## config.mk

```make
export PLATFORM = sky130hd
export DESIGN_NAME = uart_flow_ctrl
export DESIGN_NICKNAME = d
export VERILOG_FILES = /design/src/core/uart_flow_pkg.sv /design/src/core/uart_flow_ctrl.sv
export SDC_FILE = /design/constraint.sdc
export NUM_CORES = 1
export LEC_CHECK = 0
export ABC_AREA = 0
export BUFFER_PORTS_ARGS = -buffer_cell sky130_fd_sc_hd__buf_2
export CAP_MARGIN = 20
export CELL_PAD_IN_SITES_DETAIL_PLACEMENT = 2
export CELL_PAD_IN_SITES_GLOBAL_PLACEMENT = 2
export CORE_ASPECT_RATIO = 1.75
export CORE_MARGIN = 2
export CORE_UTILIZATION = 28
export DETAILED_ROUTE_END_ITERATION = 16
export PLACE_DENSITY = 0.85
export SYNTH_ARGS = -nofsm -noshare
export SYNTH_HDL_FRONTEND = slang
export SYNTH_SLANG_ARGS = --single-unit
```

## constraint.sdc

```tcl
create_clock -name ref_clk_i -period 2.3 [get_ports ref_clk_i]
set_clock_uncertainty 0.1 [all_clocks]
set_input_delay 0.115 -clock ref_clk_i [delete_from_list [all_inputs] [get_ports ref_clk_i]]
set_output_delay 0.115 -clock ref_clk_i [all_outputs]
set_load 0.005 [all_outputs]
```

## src/core/uart_flow_pkg.sv

```systemverilog
// Constants for the channel flow and error control block
package uart_flow_pkg;
	// ----------------------------------------
	// Register addresses
	// ----------------------------------------
	localparam logic [15:0] ADDR_CHANNEL_ENABLE = 16'h0000;
	localparam logic [15:0] ADDR_FLOW_SELECT = 16'h0006;
	localparam logic [15:0] ADDR_RESUME_CHARACTER = 16'h0007;
	localparam logic [15:0] ADDR_PAUSE_CHARACTER = 16'h0008;
	localparam logic [15:0] ADDR_LINE_ERROR_FLAGS = 16'h0009;
	// ----------------------------------------
	// Field positions
	// ----------------------------------------
	localparam int BIT_TX_ENABLE = 0;
	localparam int BIT_RX_ENABLE = 1;
	localparam int BIT_HALF_DUPLEX = 3;
	localparam int BIT_BREAK_ERR = 3;
	localparam int BIT_FRAMING_ERR = 4;
	localparam int BIT_PARITY_ERR = 5;
	localparam int BIT_OVERRUN_ERR = 6;
	localparam int BIT_BREAK_LIVE = 7;
	// ----------------------------------------
	// Reset values
	// ----------------------------------------
	localparam logic [1:0] RESET_ENABLE = 2'h0;
	localparam logic [3:0] RESET_FLOW_SELECT = 4'h0;
	localparam logic [7:0] RESET_RESUME_CHARACTER = 8'h11;
	localparam logic [7:0] RESET_PAUSE_CHARACTER = 8'h13;
	localparam logic [3:0] RESET_ERROR_FLAGS = 4'h0;
	// ----------------------------------------
	// Flow mode codes
	// ----------------------------------------
	localparam logic [2:0] MODE_NONE = 3'h0;
	localparam logic [2:0] MODE_HARDWARE = 3'h1;
	localparam logic [2:0] MODE_SOFTWARE = 3'h2;
	localparam logic [2:0] MODE_ADDR_RX = 3'h3;
	localparam logic [2:0] MODE_ADDR_BOTH = 3'h4;
endpackage

```

## src/core/uart_flow_ctrl.sv

```systemverilog
// Flow control, enables and line error status for one UART channel
`timescale 1ns/1ps
module uart_flow_ctrl
	import uart_flow_pkg::*;
(
	// Clock and reset
	input wire logic ref_clk_i,
	input wire logic rst_i,
	// Vendor register requests
	input wire logic vendor_write_request_i,
	input wire logic vendor_read_request_i,
	input wire logic [15:0] reg_addr_i,
	input wire logic [15:0] reg_wdata_i,
	output logic [15:0] reg_rdata_o,
	output logic reg_rvalid_o,
	// Receiver events
	input wire logic rx_char_valid_i,
	input wire logic [8:0] rx_char_i,
	input wire logic [3:0] char_bits_i,
	input wire logic rx_fifo_full_i,
	input wire logic parity_err_i,
	input wire logic framing_err_i,
	input wire logic break_detect_i,
	input wire logic break_live_i,
	// Transmitter state
	input wire logic tx_busy_i,
	// Channel control
	output logic tx_allow_o,
	output logic rx_accept_o,
	output logic hw_flow_o,
	output logic addr_matched_o
);
	// ----------------------------------------
	// Registers
	// ----------------------------------------
	logic [1:0] channel_enable;
	logic [3:0] flow_select;
	logic [7:0] resume_character;
	logic [7:0] pause_character;
	logic [3:0] error_flags;
	logic paused;
	logic matched;
	logic [2:0] mode;
	logic discard;
	logic ev_valid;
	logic [8:0] cmp_mask;
	logic [8:0] rx_masked;
	logic is_resume;
	logic is_pause;
	logic is_address;
	logic [3:0] err_events;
	logic err_read;

	assign mode = flow_select[2:0];
	assign discard = flow_select[BIT_HALF_DUPLEX] & tx_busy_i;
	assign ev_valid = rx_char_valid_i & channel_enable[BIT_RX_ENABLE] & ~discard;
	assign is_address = rx_char_i[8];

	// ----------------------------------------
	// Character compare mask
	// ----------------------------------------
	genvar g;
	generate
		for (g = 0; g < 9; g++) begin : g_mask
			assign cmp_mask[g] = (g < 8) ? (4'(g) < char_bits_i) : (char_bits_i > 4'h8);
		end
	endgenerate

	assign rx_masked = rx_char_i & cmp_mask;
	assign is_resume = rx_masked == ({1'b0, resume_character} & cmp_mask);
	assign is_pause = rx_masked == ({1'b0, pause_character} & cmp_mask);

	// ----------------------------------------
	// Register writes
	// ----------------------------------------
	always_ff @(posedge ref_clk_i) begin
		if (rst_i) begin
			channel_enable <= RESET_ENABLE;
			flow_select <= RESET_FLOW_SELECT;
			resume_character <= RESET_RESUME_CHARACTER;
			pause_character <= RESET_PAUSE_CHARACTER;
		end else if (vendor_write_request_i) begin
			if (reg_addr_i == ADDR_CHANNEL_ENABLE) begin
				channel_enable <= reg_wdata_i[1:0];
			end else if (reg_addr_i == ADDR_FLOW_SELECT) begin
				flow_select <= reg_wdata_i[3:0];
			end else if (reg_addr_i == ADDR_RESUME_CHARACTER) begin
				resume_character <= reg_wdata_i[7:0];
			end else if (reg_addr_i == ADDR_PAUSE_CHARACTER) begin
				pause_character <= reg_wdata_i[7:0];
			end
		end
	end

	// ----------------------------------------
	// Software flow control
	// ----------------------------------------
	always_ff @(posedge ref_clk_i) begin
		if (rst_i) begin
			paused <= 1'b0;
		end else if (mode != MODE_SOFTWARE) begin
			paused <= 1'b0;
		end else if (ev_valid && is_pause) begin
			paused <= 1'b1;
		end else if (ev_valid && is_resume) begin
			paused <= 1'b0;
		end
	end

	// ----------------------------------------
	// Address matching
	// ----------------------------------------
	always_ff @(posedge ref_clk_i) begin
		if (rst_i) begin
			matched <= 1'b0;
		end else if (mode != MODE_ADDR_RX && mode != MODE_ADDR_BOTH) begin
			matched <= 1'b0;
		end else if (ev_valid && is_address) begin
			matched <= (rx_char_i[7:0] == resume_character) || (rx_char_i[7:0] == pause_character);
		end
	end

	// ----------------------------------------
	// Error status
	// ----------------------------------------
	assign err_events = {ev_valid & rx_fifo_full_i,
		ev_valid & parity_err_i,
		ev_valid & framing_err_i,
		channel_enable[BIT_RX_ENABLE] & break_detect_i};
	assign err_read = vendor_read_request_i && reg_addr_i == ADDR_LINE_ERROR_FLAGS;

	always_ff @(posedge ref_clk_i) begin
		if (rst_i) begin
			error_flags <= RESET_ERROR_FLAGS;
		end else if (err_read) begin
			error_flags <= err_events;
		end else begin
			error_flags <= error_flags | err_events;
		end
	end

	// ----------------------------------------
	// Register reads
	// ----------------------------------------
	always_ff @(posedge ref_clk_i) begin
		if (rst_i) begin
			reg_rdata_o <= 16'h0000;
			reg_rvalid_o <= 1'b0;
		end else begin
			reg_rvalid_o <= vendor_read_request_i;
			if (!vendor_read_request_i) begin
				reg_rdata_o <= 16'h0000;
			end else if (reg_addr_i == ADDR_CHANNEL_ENABLE) begin
				reg_rdata_o <= {14'h0000, channel_enable};
			end else if (reg_addr_i == ADDR_FLOW_SELECT) begin
				reg_rdata_o <= {12'h000, flow_select};
			end else if (reg_addr_i == ADDR_RESUME_CHARACTER) begin
				reg_rdata_o <= {8'h00, resume_character};
			end else if (reg_addr_i == ADDR_PAUSE_CHARACTER) begin
				reg_rdata_o <= {8'h00, pause_character};
			end else if (reg_addr_i == ADDR_LINE_ERROR_FLAGS) begin
				reg_rdata_o <= {8'h00, break_live_i, error_flags, 3'h0};
			end else begin
				reg_rdata_o <= 16'h0000;
			end
		end
	end

	// ----------------------------------------
	// Channel gating outputs
	// ----------------------------------------
	always_ff @(posedge ref_clk_i) begin
		if (rst_i) begin
			tx_allow_o <= 1'b0;
			rx_accept_o <= 1'b0;
			hw_flow_o <= 1'b0;
			addr_matched_o <= 1'b0;
		end else begin
			tx_allow_o <= channel_enable[BIT_TX_ENABLE] & ~paused & (mode != MODE_ADDR_BOTH | matched);
			rx_accept_o <= channel_enable[BIT_RX_ENABLE] & ~discard
				& ((mode != MODE_ADDR_RX && mode != MODE_ADDR_BOTH) | matched);
			hw_flow_o <= mode == MODE_HARDWARE;
			addr_matched_o <= matched;
		end
	end
endmodule

```

==> results.txt, run 1 <==
The average cell area after synthesis came out at slightly below 9 um^2. The post-synthesis sequential element count is 41. The floorplan step defined a die boundary enclosing approximately 8200 um^2. Counting the buffers created by CTS gives 5.

The critical path startpoint category is an input port. The number of I/O pins is slightly below 80. The mean routed wirelength per cell came out at 18.6 um. The count of nets left with antenna violations after detail routing came out at 0.

For this run, the slowest stage of the critical path takes about 600 ps. The slack of the worst reg-to-reg path came out at approximately 500 ps. The complex-gate fraction of the synthesized area came out at 14.3%.

The first global-routing pass estimated ~12000 um of wire. The initial antenna violation count is 0. The number of buffer and inverter instances along the worst setup path came out at 2. Synthesis produced a netlist whose cell count is between 200 and 250.

The library cells used most frequently in the layout, excluding fill and tap cells, are sky130_fd_sc_hd__buf_2 (60), sky130_fd_sc_hd__dfxtp_1 (41), sky130_fd_sc_hd__nor2_1 (28). The initial cell density of the core is around 29%. The residual overflow from global routing is 0. The maximum number of pins on one net before global-route repair came out at 32. The count of final hold-check violations is 0.

The layout cell share with drive strength beyond 1 is 27.1%. TritonCTS built the clock tree. The number of synthesized flops with an enable pin is 0. The chip height is 119 um. The clock sink count is 41. The floorplan has 41 rows. The kind of cell with the highest combined delay on the critical path is simple AND/OR/NAND/NOR gates.

The simple logic cell fraction of the synthesized area came out at between 20% and 30%. The via count of the first global-routing pass was ~2300. The mapped cell area is between 2000 and 2500 um^2. After layout, the minimum clock period comes to approximately 1800 ps. The mux share of post-synthesis cell area came out at 6.25%.

The critical path goes through buf_2, or4_4, nor4_4, and3_1, buf_12, mux2i_1, nor2_1. The placer congestion estimate came out at roughly 0.82. The via total after detailed routing is 2075.

The kind of capture point of the worst setup path is a flop. The area of the core came out at approximately 7200 um^2. After detailed routing, the number of vias per cell comes to ~5.3. The placed instances occupy a cell area of between 2000 and 2500 um^2.

The total count of max-transition violations in the final report came out at 0. The flow ran to the end, and the final reports show no timing, DRC or antenna violations. The cell at the slowest stage of the critical path is sky130_fd_sc_hd__or4_4.

The number of nets in the layout is between 300 and 400. The number of fill cells came out at just over 800. The count of endpoints failing setup in the final report is 0.

The relative slew slack is between 60 and 70%. The buffer depth of the longest clock path is 2. After layout, the worst path uses about four fifths of the clock period. Cells fill between 30 and 40% of the core in the end.

The number of DRC markers in iteration 0 came out at 96. The final standard cell area without fillers is roughly 2700 um^2. The number of distinct library cell variants in the gate-level netlist after synthesis is 48. In this run the clock root is driven by a sky130_fd_sc_hd__clkbuf_16. The main combinational cell family by area after synthesis is simple AND/OR/NAND/NOR gates. Relative to the synthesized area, the layout overhead comes to 26.1%. The completed layout was analyzed and its total power is about 1.5 mW.

The count of TritonRoute iterations in the first routing pass came out at 4. Among all flip-flop cells after synthesis, the most frequent one is sky130_fd_sc_hd__dfxtp_1. Derived from the worst setup path, the maximum achievable clock frequency is roughly 540 MHz.

Global routing used 18.5% of the available tracks across all layers. The fraction of registers with async set or reset after synthesis is 0%. In this run the tool buffered the top-level ports with 60 buffer cells. The largest fanout of any net on the critical path came out at 10.

The slew at the pin with the worst max-slew slack is between 500 and 600 ps. The final routed DRC violation total came out at 0. Setup repair after global routing left no endpoint under its margin.

The H-tree was split into 2 levels. The count of inserted antenna diode cells came out at 0. The synthesized netlist devotes approximately 6.7% of its cell area to XOR and XNOR gates. The clock transition at the register clock pins on the worst setup and hold paths after CTS is roughly 60 ps. The worst IR drop on VDD came out at 0.258 mV.

The post-CTS resize count came out at 0. The half-perimeter wire length of the detailed placement result is about 5800 um. The floorplan step set the die width to approximately 70 um. Across the run, the number of max-cap violations was 0. The sequential-to-total area share from yosys stat is between 30% and 40%. Leaving out fill and tap cells, the most frequent cell in the layout is sky130_fd_sc_hd__buf_2. The type of the setup path with the least slack is in -> reg. The routed wire length came out at a little over 7000 um. At the later pin of the worst-skew pair, clock insertion delay measures 280 ps. The synthesized netlist devotes 0% of its cell area to adder and majority cells. The data required time of the worst path is roughly 2400 ps. Data arrives at the worst endpoint at ~1900 ps. The power density over cell area is ~570 nW/um^2. The leakage power summed over all cells came out at 1.05 nW. The total negative slack for setup checks is 0 ps. The Yosys step of the flow raised 0 warnings. The path type of the worst min-delay path is in -> reg.
## kinds of logic (layout without fill, tap and decap cells)
logic type      after synthesis  in the layout
compound gates               42             42
xor+xnor                     16             16
buf+inv                      21             78
flops                        41             41
mux                          13             13
other cells                   1              8
simple gates                105            105
## synth_stat cells (2+ instances only)
| cell type | n | area share [%] |
|---|---|---|
| sky130_fd_sc_hd__a211o_1 | 2 | 0.83 |
| sky130_fd_sc_hd__a21oi_1 | 10 | 2.4 |
| sky130_fd_sc_hd__a222oi_1 | 6 | 2.9 |
| sky130_fd_sc_hd__a22oi_1 | 4 | 1.4 |
| sky130_fd_sc_hd__a32oi_1 | 2 | 0.83 |
| sky130_fd_sc_hd__and3_1 | 3 | 0.89 |
| sky130_fd_sc_hd__and4_1 | 2 | 0.83 |
| sky130_fd_sc_hd__buf_4 | 8 | 2.9 |
| sky130_fd_sc_hd__clkbuf_1 | 9 | 1.6 |
| sky130_fd_sc_hd__dfxtp_1 | 41 | 39 |
| sky130_fd_sc_hd__inv_1 | 2 | 0.36 |
| sky130_fd_sc_hd__mux2i_1 | 12 | 5.7 |
| sky130_fd_sc_hd__nand2_1 | 22 | 3.9 |
| sky130_fd_sc_hd__nand2b_1 | 5 | 1.5 |
| sky130_fd_sc_hd__nand3_1 | 9 | 2.1 |
| sky130_fd_sc_hd__nand3b_1 | 4 | 1.4 |
| sky130_fd_sc_hd__nand4_1 | 2 | 0.60 |
| sky130_fd_sc_hd__nor2_1 | 28 | 5.0 |
| sky130_fd_sc_hd__nor2b_1 | 6 | 1.8 |
| sky130_fd_sc_hd__nor3_1 | 9 | 2.1 |
| sky130_fd_sc_hd__nor4_1 | 3 | 0.89 |
| sky130_fd_sc_hd__nor4_4 | 2 | 2.0 |
| sky130_fd_sc_hd__o21ai_0 | 6 | 1.4 |
| sky130_fd_sc_hd__o22ai_1 | 2 | 0.60 |
| sky130_fd_sc_hd__or4_4 | 3 | 1.6 |
| sky130_fd_sc_hd__xnor2_1 | 8 | 3.3 |
| sky130_fd_sc_hd__xor2_1 | 8 | 3.3 |
## worst register-to-register path: stages, from the launching register on
cell                       delay, ps
sky130_fd_sc_hd__dfxtp_1         350
sky130_fd_sc_hd__nand2b_1        170
sky130_fd_sc_hd__nor3_1          420
sky130_fd_sc_hd__a21boi_0        230
sky130_fd_sc_hd__nand4_1         170
sky130_fd_sc_hd__o32ai_1         250
## state kept, by name, summed over array words and instances, names as in the netlist
| name | cells |
|---|---|
| error_flags | 4 |
| tx_allow_o | 1 |
| hw_flow_o | 1 |
| resume_character | 8 |
| reg_rvalid_o | 1 |
| matched | 1 |
| channel_enable | 2 |
| pause_character | 8 |
| reg_rdata_o | 8 |
| paused | 1 |
| rx_accept_o | 1 |
| flow_select | 4 |
| addr_matched_o | 1 |
## final timing paths
kind | from | end | cells past startpoint
max | reg_addr_i[7] | resume_character[6] | 7
min | rst_i | reg_rvalid_o | 2
max reg2reg | flow_select[2] | paused | 5
min reg2reg | channel_enable[0] | tx_allow_o | 1
## routing by layer
metal	GRT usage, %	share of wire [%]	vias to the layer above
met5	0	0	-
li1	-	-	983
met3	2.73	3.7	16
met4	9.56	3.7	0
met1	18.7	36	1009
met2	35.5	57	67
## through the flow
step / hold slack, ps / cells / setup slack [ps]
3_5_place_dp: 258 / 380 / 188
2_1_floorplan: 126 / 246 / 425
3_3_place_gp: 250 / 380 / 213
6_report: 8.21 / 389 / 464
4_1_cts: 1.11 / 389 / 467
5_1_grt: 18.5 / 389 / 341
## cell type report
type	instances	area (um^2)	share of cell area, %
Multi-Input combinational cell	184	1190	44.9
Sequential cell	41	821	31.0
Timing Repair Buffer	70	395	14.9
Clock buffer	5	125	4.72
Tap cell	86	108	4.06
Inverter	2	7.51	0.283
Clock inverter	1	5.00	0.189
## report_power, final
group | internal [mW] | total, mW | switching [mW]
clock network | 0.387 | 0.645 | 0.258
logic | 0.0599 | 0.141 | 0.0815
registers | 0.711 | 0.712 | 0.000243
## what timing repair did
action | CTS | global route
setup endpoints to repair | 0 | 0
hold buffers | 3 | 0
endpoints found under the hold margin | 3 | 0
buffers inserted | 0 | 0
Note: power is estimated with default switching activity, not from simulation.
==> inputs of run 2 (changes only) <==
--- a/config.mk
+++ b/config.mk
@@ -5,16 +5,16 @@
 export SDC_FILE = /design/constraint.sdc
 export NUM_CORES = 1
 export LEC_CHECK = 0
-export ABC_AREA = 0
+export ABC_AREA = 1
 export BUFFER_PORTS_ARGS = -buffer_cell sky130_fd_sc_hd__buf_2
 export CAP_MARGIN = 20
 export CELL_PAD_IN_SITES_DETAIL_PLACEMENT = 2
 export CELL_PAD_IN_SITES_GLOBAL_PLACEMENT = 2
 export CORE_ASPECT_RATIO = 1.75
 export CORE_MARGIN = 2
-export CORE_UTILIZATION = 28
+export CORE_UTILIZATION = 26
 export DETAILED_ROUTE_END_ITERATION = 16
-export PLACE_DENSITY = 0.85
+export PLACE_DENSITY = 0.86
 export SYNTH_ARGS = -nofsm -noshare
 export SYNTH_HDL_FRONTEND = slang
 export SYNTH_SLANG_ARGS = --single-unit
==> constraint.sdc (replaced) <==
create_clock -name ref_clk_i -period 1.7 [get_ports ref_clk_i]
set_clock_uncertainty 0.1 [all_clocks]
set_input_delay 0.085 -clock ref_clk_i [delete_from_list [all_inputs] [get_ports ref_clk_i]]
set_output_delay 0.085 -clock ref_clk_i [all_outputs]
set_load 0.005 [all_outputs]
==> run 2 against run 1 <==
  * Sequential power is 35% higher
  * Clock power rose by 57%
  * Synthesized cell count grew 48%
  * Routed wire length increased by 24%
  * Critical path type is now reg -> reg
==> results.txt, run 2 <==
The run finished with clean final reports. The TritonCTS buffer count was 5 (unchanged). The post-synthesis sequential element count is 41 (unchanged). The area occupied by registers is 821 um^2 (unchanged). The worst IR drop on VDD is 0.618 mV (+140%).

The largest registers in the layout are pause_character x8, reg_rdata_o x8, resume_character x8. The synthesized instance count is 354 (+48%). The number of buffer and inverter instances along the worst setup path came out at 2 (unchanged). The biggest area contributor in the post-synthesis netlist is sky130_fd_sc_hd__dfxtp_1.

The average vias per placed instance is 4.66 (-13%). The placed cell count was 530 (+39%). The maximum cell stage delay along the critical path is 330 ps (-260 ps). The total negative slack for setup checks came out at 0 ps (unchanged). The chip height came out at 129 um (+8.4%). The number of I/O pins was 77 (unchanged).

The peak clock frequency supported by timing came out at 715 MHz. The area growth from synthesis to layout is 30.4%. The data required time of the worst path is 1820 ps (-530 ps). The leakage power summed over all cells came out at 1.52 nW (+44%).

The number of DRC markers in iteration 0 came out at 39 (-59%). The mapped cell area came out at 2310 um^2 (+9.7%). The final routed DRC violation total is 0 (unchanged). The number of cell rows came to 45 (+9.8%). The total area of multi-input combinational cells was 1250 um^2 (+4.8%). The final worst slack came out at 302 ps (-162 ps).

The number of fill cells is 1094 (+32%). Leaving out fill and tap cells, the most frequent cells in the layout are sky130_fd_sc_hd__nand2_1 (100), sky130_fd_sc_hd__buf_2 (60), sky130_fd_sc_hd__inv_1 (46), sky130_fd_sc_hd__nor2_1 (46), sky130_fd_sc_hd__dfxtp_1 (41). The routed wire length came out at 8960 um (+24%). The critical path startpoint category is a flop. The mean routed wirelength per cell is 16.3 um (-12%). The most common cell in the netlist is sky130_fd_sc_hd__nand2_1. The half-perimeter wire length of the detailed placement result was 7050 um (+21%). The clock transition at the register clock pins on the worst setup and hold paths after CTS is 60 ps (about the same). The switching fraction of total power is 23.8% (+1.1 points). The floorplan die area came out at 9670 um^2 (+17%). Setup repair after global routing left no endpoint under its margin. The placer congestion estimate is 0.888 (+7.8%). The kind of cell with the highest combined delay on the critical path is simple AND/OR/NAND/NOR gates.

The number of distinct library cell variants in the gate-level netlist after synthesis is 28 (-42%). The count of port buffers added during placement is 60 (unchanged). The reported net switching power is 0.524 mW (+54%). The share of total power in combinational logic is 10.3% (+0.9 points). The power density over cell area was 731 nW/um^2 (+29%).

The fraction of registers with async set or reset after synthesis came out at 0% (unchanged). The clock insertion delay at the later pin of the skew report is 290 ps (about the same). The post-layout instance count excluding filler cells is 550 (+41%). The count of endpoints failing setup in the final report came out at 0 (unchanged). The maximum number of pins on one net before global-route repair came to 20 (-38%).

By startpoint and endpoint, the worst setup path is classified as reg -> reg. The sequential-to-total area share from yosys stat came out at 35.6% (-3.5 points). TritonCTS built the clock tree.

The number of nets in the layout is 488 (+36%). The buffer depth of the longest clock path is 2 (unchanged). For this run, the leading register cell type out of synthesis is sky130_fd_sc_hd__dfxtp_1.

After synthesis, the most frequently instantiated cells are sky130_fd_sc_hd__nand2_1 (100), sky130_fd_sc_hd__inv_1 (46), sky130_fd_sc_hd__nor2_1 (46), sky130_fd_sc_hd__dfxtp_1 (41), sky130_fd_sc_hd__nand3_1 (21). The post-placement worst setup slack was 71.7 ps (-116 ps). The count of nets left with antenna violations after detail routing is 0 (unchanged). The number of levels the H-tree was split into is 2 (unchanged). The count of final hold-check violations is 0 (unchanged).

The number of max-cap violations came out at 0 (unchanged). The path class of the tightest hold or removal check is in -> reg. The total routing usage reported by global routing is 20.2% (+1.7 points). The cell that appears most often on the critical path is sky130_fd_sc_hd__nand2_1. The internal power summed over all cells is 1.68 mW (+45%). The post-CTS repair timing setup buffer count came out at 0 (unchanged). The total number of yosys warnings is 0 (unchanged). The initial cell density of the core is 26.6% (-2.5 points).

Leaving out fill and tap cells, the most frequent cell in the layout is sky130_fd_sc_hd__nand2_1. The via total after detailed routing came out at 2563 (+24%). The largest fanout of any net on the critical path was 5 (-5).

The first-pass GRT wire length was 14700 um (+23%). The number of synthesized flops with an enable pin is 0 (unchanged). The count of inserted antenna diode cells is 0 (unchanged). Walking the worst path, the cells encountered are nand2_1, nand3_1, inv_1, nand2_1, inv_1, nand2_1, nor2_1, nand2_1, a21oi_1. The average cell area after synthesis is 6.51 um^2 (-26%). The share of total power in the clock network came to 46.0% (+2.9 points).

The clock sink count is 41 (unchanged). The layout cell share with drive strength beyond 1 is 19.9% (-7.2 points). The via count of the first global-routing pass came to 2896 (+24%).

The final total power is 2.20 mW (+47%). The initial antenna violation count came to 0 (unchanged). The fraction of power consumed by sequential logic is 43.8% (-3.7 points). The slowest stage of the critical path is the sky130_fd_sc_hd__dfxtp_1 cell. The clock period could shrink to approximately 1400 ps.

The final period utilization is between 80 and 90%. The tree is rooted in a sky130_fd_sc_hd__clkbuf_16. The total count of max-transition violations in the final report is 0 (unchanged). The data arrival time of the critical path was 1520 ps (-360 ps). The residual overflow from global routing is 0 (unchanged). The die boundary width came out at 75.2 um (+8.2%).

In the post-synthesis netlist, the biggest area contributors are sky130_fd_sc_hd__dfxtp_1 (36%), sky130_fd_sc_hd__nand2_1 (16%), sky130_fd_sc_hd__inv_1 (7.5%). The count of TritonRoute iterations in the first routing pass was 4 (unchanged). The area of the core is 8670 um^2 (+20%). The fraction of synthesized cell area taken by the top area cell type came to 35.6% (-3.5 points). The kind of capture point of the worst setup path is a flop.
run 2: changes by cell type after synthesis, moves of 6 or more:
cell / change
sky130_fd_sc_hd__a21oi_1: +10
sky130_fd_sc_hd__nand3_1: +12
sky130_fd_sc_hd__nor2_1: +18
sky130_fd_sc_hd__nand2_1: +78
sky130_fd_sc_hd__a222oi_1: -6
sky130_fd_sc_hd__o21ai_0: +12
sky130_fd_sc_hd__mux2i_1: -12
sky130_fd_sc_hd__xnor2_1: -7
sky130_fd_sc_hd__inv_1: +44
sky130_fd_sc_hd__clkbuf_1: -7
run 2: path summary, 6_finish.rpt:
path	start	endpoint	slack (ps)	cells after the start
max	flow_select[3]	paused	300	9
min	reg_wdata_i[1]	pause_character[1]	8	3
max reg2reg	flow_select[3]	paused	300	9
min reg2reg	paused	paused	370	2
run 2: what timing repair did:
item	in CTS	in global routing
resized for setup	0	0
hold endpoints to repair	19	0
hold buffers	12	0
run 2: routing by layer:
layer | share of wire (%) | routed length, um | GRT usage (%) | up-vias
li1 | - | - | - | 1248
met3 | 3.3 | 292 | 2.19 | 17
met2 | 57 | 5130 | 38.1 | 70
met5 | 0 | 0 | 0 | -
met4 | 4.0 | 355 | 9.60 | 0
met1 | 35 | 3180 | 21.3 | 1228
run 2: stage by stage:
stage | cell area, um^2 | util [%] | hold slack, ps
global placement | 2730 | 31.5 | 218
global route | 3010 | 34.7 | 44.3
CTS | 3010 | 34.7 | 8.90
detailed placement | 2730 | 31.5 | 241
floorplan | 2330 | - | 54.1
finish | 3010 | 34.7 | 7.55
run 2: cell type report:
type	count	area share, %
Clock inverter	1	0.166
Timing Repair Buffer	75	14.7
Clock buffer	7	5.08
Inverter	49	6.37
Multi-Input combinational cell	260	41.5
Sequential cell	41	27.3
Tap cell	117	4.87
run 2: logic make-up after synthesis:
group	share of synthesized area, %
flip-flops	35.6
AO/OA/AOI/OAI	10.6
XOR/XNOR	3.80
other	0.163
buffers and inverters	11.4
AND/OR/NAND/NOR	38.4
run 2: tightest hold or removal path, delay by kind of cell:
family | cells | cell delay [ps]
and+or+nand+nor | 2 | 140
buffers and inverters | 1 | 140
run 2: power by group through the flow:
stage          Sequential [mW]  Combinational (mW)  Clock, mW
2_1_floorplan            0.984               0.107          0
4_1_cts                  0.962               0.228       1.03
5_1_grt                  0.962               0.252       1.07
6_report                 0.962               0.226       1.01
3_5_place_dp             0.984               0.206          0
3_3_place_gp             0.984               0.197          0
==> inputs of run 3 (changes only) <==
--- a/config.mk
+++ b/config.mk
@@ -5,16 +5,16 @@
 export SDC_FILE = /design/constraint.sdc
 export NUM_CORES = 1
 export LEC_CHECK = 0
-export ABC_AREA = 1
+export ABC_AREA = 0
 export BUFFER_PORTS_ARGS = -buffer_cell sky130_fd_sc_hd__buf_2
 export CAP_MARGIN = 20
 export CELL_PAD_IN_SITES_DETAIL_PLACEMENT = 2
 export CELL_PAD_IN_SITES_GLOBAL_PLACEMENT = 2
 export CORE_ASPECT_RATIO = 1.75
 export CORE_MARGIN = 2
-export CORE_UTILIZATION = 26
+export CORE_UTILIZATION = 25
 export DETAILED_ROUTE_END_ITERATION = 16
-export PLACE_DENSITY = 0.86
+export PLACE_DENSITY = 0.81
 export SYNTH_ARGS = -nofsm -noshare
 export SYNTH_HDL_FRONTEND = slang
 export SYNTH_SLANG_ARGS = --single-unit
==> constraint.sdc (replaced) <==
create_clock -name ref_clk_i -period 1.18 [get_ports ref_clk_i]
set_clock_uncertainty 0.1 [all_clocks]
set_input_delay 0.059 -clock ref_clk_i [delete_from_list [all_inputs] [get_ports ref_clk_i]]
set_output_delay 0.059 -clock ref_clk_i [all_outputs]
set_load 0.005 [all_outputs]
==> run 3 against run 2 <==
  * The run now ends with setup timing left
  * First-iteration DRC count rose to 3.0 times the previous value
  * Die area decreased by 5.0%
  * Final area grew 19%
==> results.txt, run 3 (synthesis gave the netlist of run 1 again) <==
The placer congestion estimate came to 0.831 (-6.4%). The final critical path takes up 149% of the cycle. The min-delay analysis places its worst path in the category in -> reg. The run finished, with violations left.

The count of endpoints failing setup in the final report was 37 (+37). The initial antenna violation count came out at 0 (unchanged). The met1 capacity usage during global routing is 22.6% (+1.2 points). The initial cell density of the core is 25.5% (-1.1 points). The share of total power in the clock network is 42.7% (-3.3 points). The number of buffer and inverter instances along the worst setup path came out at 4 (+2). The switching fraction of total power came to 24.8% (+1.0 points). After global routing, the most crowded layer is met2.

Leaving out fill and tap cells, the most frequent cell in the layout is sky130_fd_sc_hd__buf_4. The worst hold slack across all endpoints came out at 35.0 ps (+27.4 ps). The clock sink count is 41 (unchanged). The first-pass GRT wire length was 15700 um (+7.3%). The die boundary width is 73.3 um (-2.5%). The CTS tree is done. The count of port buffers added during placement is 60 (unchanged).

The count of nets left with antenna violations after detail routing is 0 (unchanged). The largest registers in the layout are pause_character x8, reg_rdata_o x8, resume_character x8. The number of DRC markers in iteration 0 is 117 (+200%).

The placement-stage cell area is 2980 um^2 (+9.2%). The worst IR drop on VDD came to 0.608 mV (-1.6%). The setup path with the least slack is of type in -> reg.

The count of inserted antenna diode cells came out at 0 (unchanged). The final routed DRC violation total came out at 0 (unchanged). The count of final hold-check violations is 0 (unchanged). The maximum number of pins on one net before global-route repair is 31 (+55%). The power density over cell area came to 882 nW/um^2 (+21%).

The data required time of the worst path was 1280 ps (-540 ps). The residual overflow from global routing came out at 0 (unchanged). The TritonCTS buffer count is 5 (unchanged). The fraction of power consumed by sequential logic came out at 43.8% (about the same). The average vias per placed instance came out at 5.33 (+14%).

The final standard cell area without fillers is 3590 um^2 (+19%). The critical path goes through buf_2, or4_4, buf_4, nor4_4, buf_6, buf_4, a222oi_1, nor2_1. The half-perimeter wire length of the detailed placement result is 6880 um (-2.4%). The mean routed wirelength per cell came to 23.9 um (+47%). The number of I/O pins came out at 77 (unchanged). The met3 track utilization from global routing is 3.71% (+1.5 points). The count of TritonRoute iterations in the first routing pass is 7 (+3). The largest fanout of any net on the critical path came to 8 (+3). The data arrival time of the critical path was 1860 ps (+340 ps).

The final worst slack is -579 ps (-881 ps). The peak clock frequency supported by timing is 568 MHz. The shortest clock period the worst path allows after layout came out at 1760 ps. The total routing usage reported by global routing is 23.3% (+3.1 points). The number of max-cap violations is 0 (unchanged). The layout cell share with drive strength beyond 1 is 51.2% (+31 points). The slowest stage of the critical path belongs to the cell sky130_fd_sc_hd__or4_4. The internal power summed over all cells came to 2.38 mW (+42%).

The area of the core came out at 8260 um^2 (-4.8%). The post-placement worst setup slack is -919 ps (-991 ps). The maximum cell stage delay along the critical path is 600 ps (+270 ps). The leakage power summed over all cells is 1.53 nW (+1.0%). The share of total power in combinational logic is 13.5% (+3.2 points). The number of levels the H-tree was split into is 2 (unchanged). The fraction of met2 tracks used by global routing came out at 45.1% (+7.0 points).

The floorplan die area came to 9190 um^2 (-5.0%). The routed wire length came out at 11200 um (+25%). The via total after detailed routing is 2498 (-2.5%). The via count of the first global-routing pass came out at 2822 (-2.6%). Among the stages of the critical path, the cell type that occurs most often is sky130_fd_sc_hd__buf_4. The number of cell rows came out at 44 (-2.2%).

Setup repair after global routing could not meet its margin everywhere. The number of fill cells came to 891 (-19%). The reported net switching power is 0.786 mW (+50%). The number of nets in the layout came out at 432 (-11%). The chip height came out at 125 um (-2.6%). The area growth from synthesis to layout came out at 70.8%. The buffer depth of the longest clock path came out at 2 (unchanged). STA classifies the critical path endpoint as a flop. Clock tree synthesis selected as its root buffer the cell sky130_fd_sc_hd__clkbuf_16.

The clock transition at the register clock pins on the worst setup and hold paths after CTS came out at 60 ps (about the same). The total count of max-transition violations in the final report came out at 0 (unchanged). Leaving out fill and tap cells, the most frequent cells in the layout are sky130_fd_sc_hd__buf_4 (60), sky130_fd_sc_hd__buf_2 (57), sky130_fd_sc_hd__dfxtp_1 (33). The clock insertion delay at the later pin of the skew report was 300 ps (about the same). The critical path startpoint category is an input port. The final reports fail on setup timing. The kind of cell with the highest combined delay on the critical path is simple AND/OR/NAND/NOR gates.
[run 3: cell count changes in the layout (fill, tap and decap cells not counted), moves of 8 or more]
cell | previous run | this run
sky130_fd_sc_hd__mux2i_1 | 0 | 8
sky130_fd_sc_hd__buf_4 | 3 | 60
sky130_fd_sc_hd__buf_6 | 0 | 11
sky130_fd_sc_hd__dfxtp_2 | 0 | 8
sky130_fd_sc_hd__dfxtp_1 | 41 | 33
sky130_fd_sc_hd__o21ai_0 | 18 | 6
sky130_fd_sc_hd__nor2_1 | 46 | 22
sky130_fd_sc_hd__nand2_1 | 100 | 21
sky130_fd_sc_hd__nand3_1 | 21 | 3
sky130_fd_sc_hd__inv_1 | 46 | 2
sky130_fd_sc_hd__a21oi_1 | 20 | 10
[run 3: power by group through the flow]
stage          clock (mW)  combinational, mW  sequential (mW)
6_report             1.35              0.429             1.39
5_1_grt              1.42              0.462             1.39
4_1_cts              1.36              0.403             1.39
3_5_place_dp            0              0.345             1.42
3_3_place_gp            0              0.328             1.42
2_1_floorplan           0              0.144             1.42
[run 3: final cells by class]
type                    instances  area [um^2]  area share, %
clock buffers                   8          136           3.80
inverters                       2         7.51          0.209
multi-input cells             184         1480           41.1
flip-flops and latches         41          831           23.1
well taps                      92          115           3.21
repair buffers                142         1020           28.5
[run 3: worst paths after layout]
path	end	slack (ps)	start	cells after the start
max	reg_rdata_o[2]	-580	reg_addr_i[15]	8
min reg2reg	tx_allow_o	400	channel_enable[0]	1
min	reg_rdata_o[7]	30	break_live_i	3
max reg2reg	matched	-370	resume_character[1]	5
[run 3: per-layer routing]
metal	up-vias	part of all wire, %	routed length, um
met5	-	0	0
met4	0	5.1	576
met3	30	3.7	417
met2	89	56	6320
met1	1251	35	3910
li1	1128	-	-
[run 3: tightest hold or removal path, cell delays in order]
cell,delay [ps]
sky130_fd_sc_hd__buf_2,100
sky130_fd_sc_hd__a222oi_1,100
sky130_fd_sc_hd__nor2_2,120
[run 3: what timing repair did]
item | 4_1_cts | 5_1_grt
gates resized for setup | 37 | 22
hold buffers | 12 | 0
endpoints found under the hold margin | 18 | 0
endpoints found under the setup margin | 37 | 37
pin swaps | 13 | 16
cloned | 0 | 1
setup buffers | 3 | 4
[run 3: per-stage QoR]
| stage | setup TNS (ps) | std cells | power, mW | util (%) |
|---|---|---|---|---|
| 2_1_floorplan | -15770 | 246 | 1.56 | - |
| 3_3_place_gp | -21790 | 441 | 1.75 | 36.1 |
| 3_5_place_dp | -25020 | 441 | 1.76 | 36.1 |
| 4_1_cts | -12860 | 464 | 3.15 | 41.6 |
| 5_1_grt | -19380 | 469 | 3.27 | 43.5 |
| 6_report | -17150 | 469 | 3.17 | 43.5 |
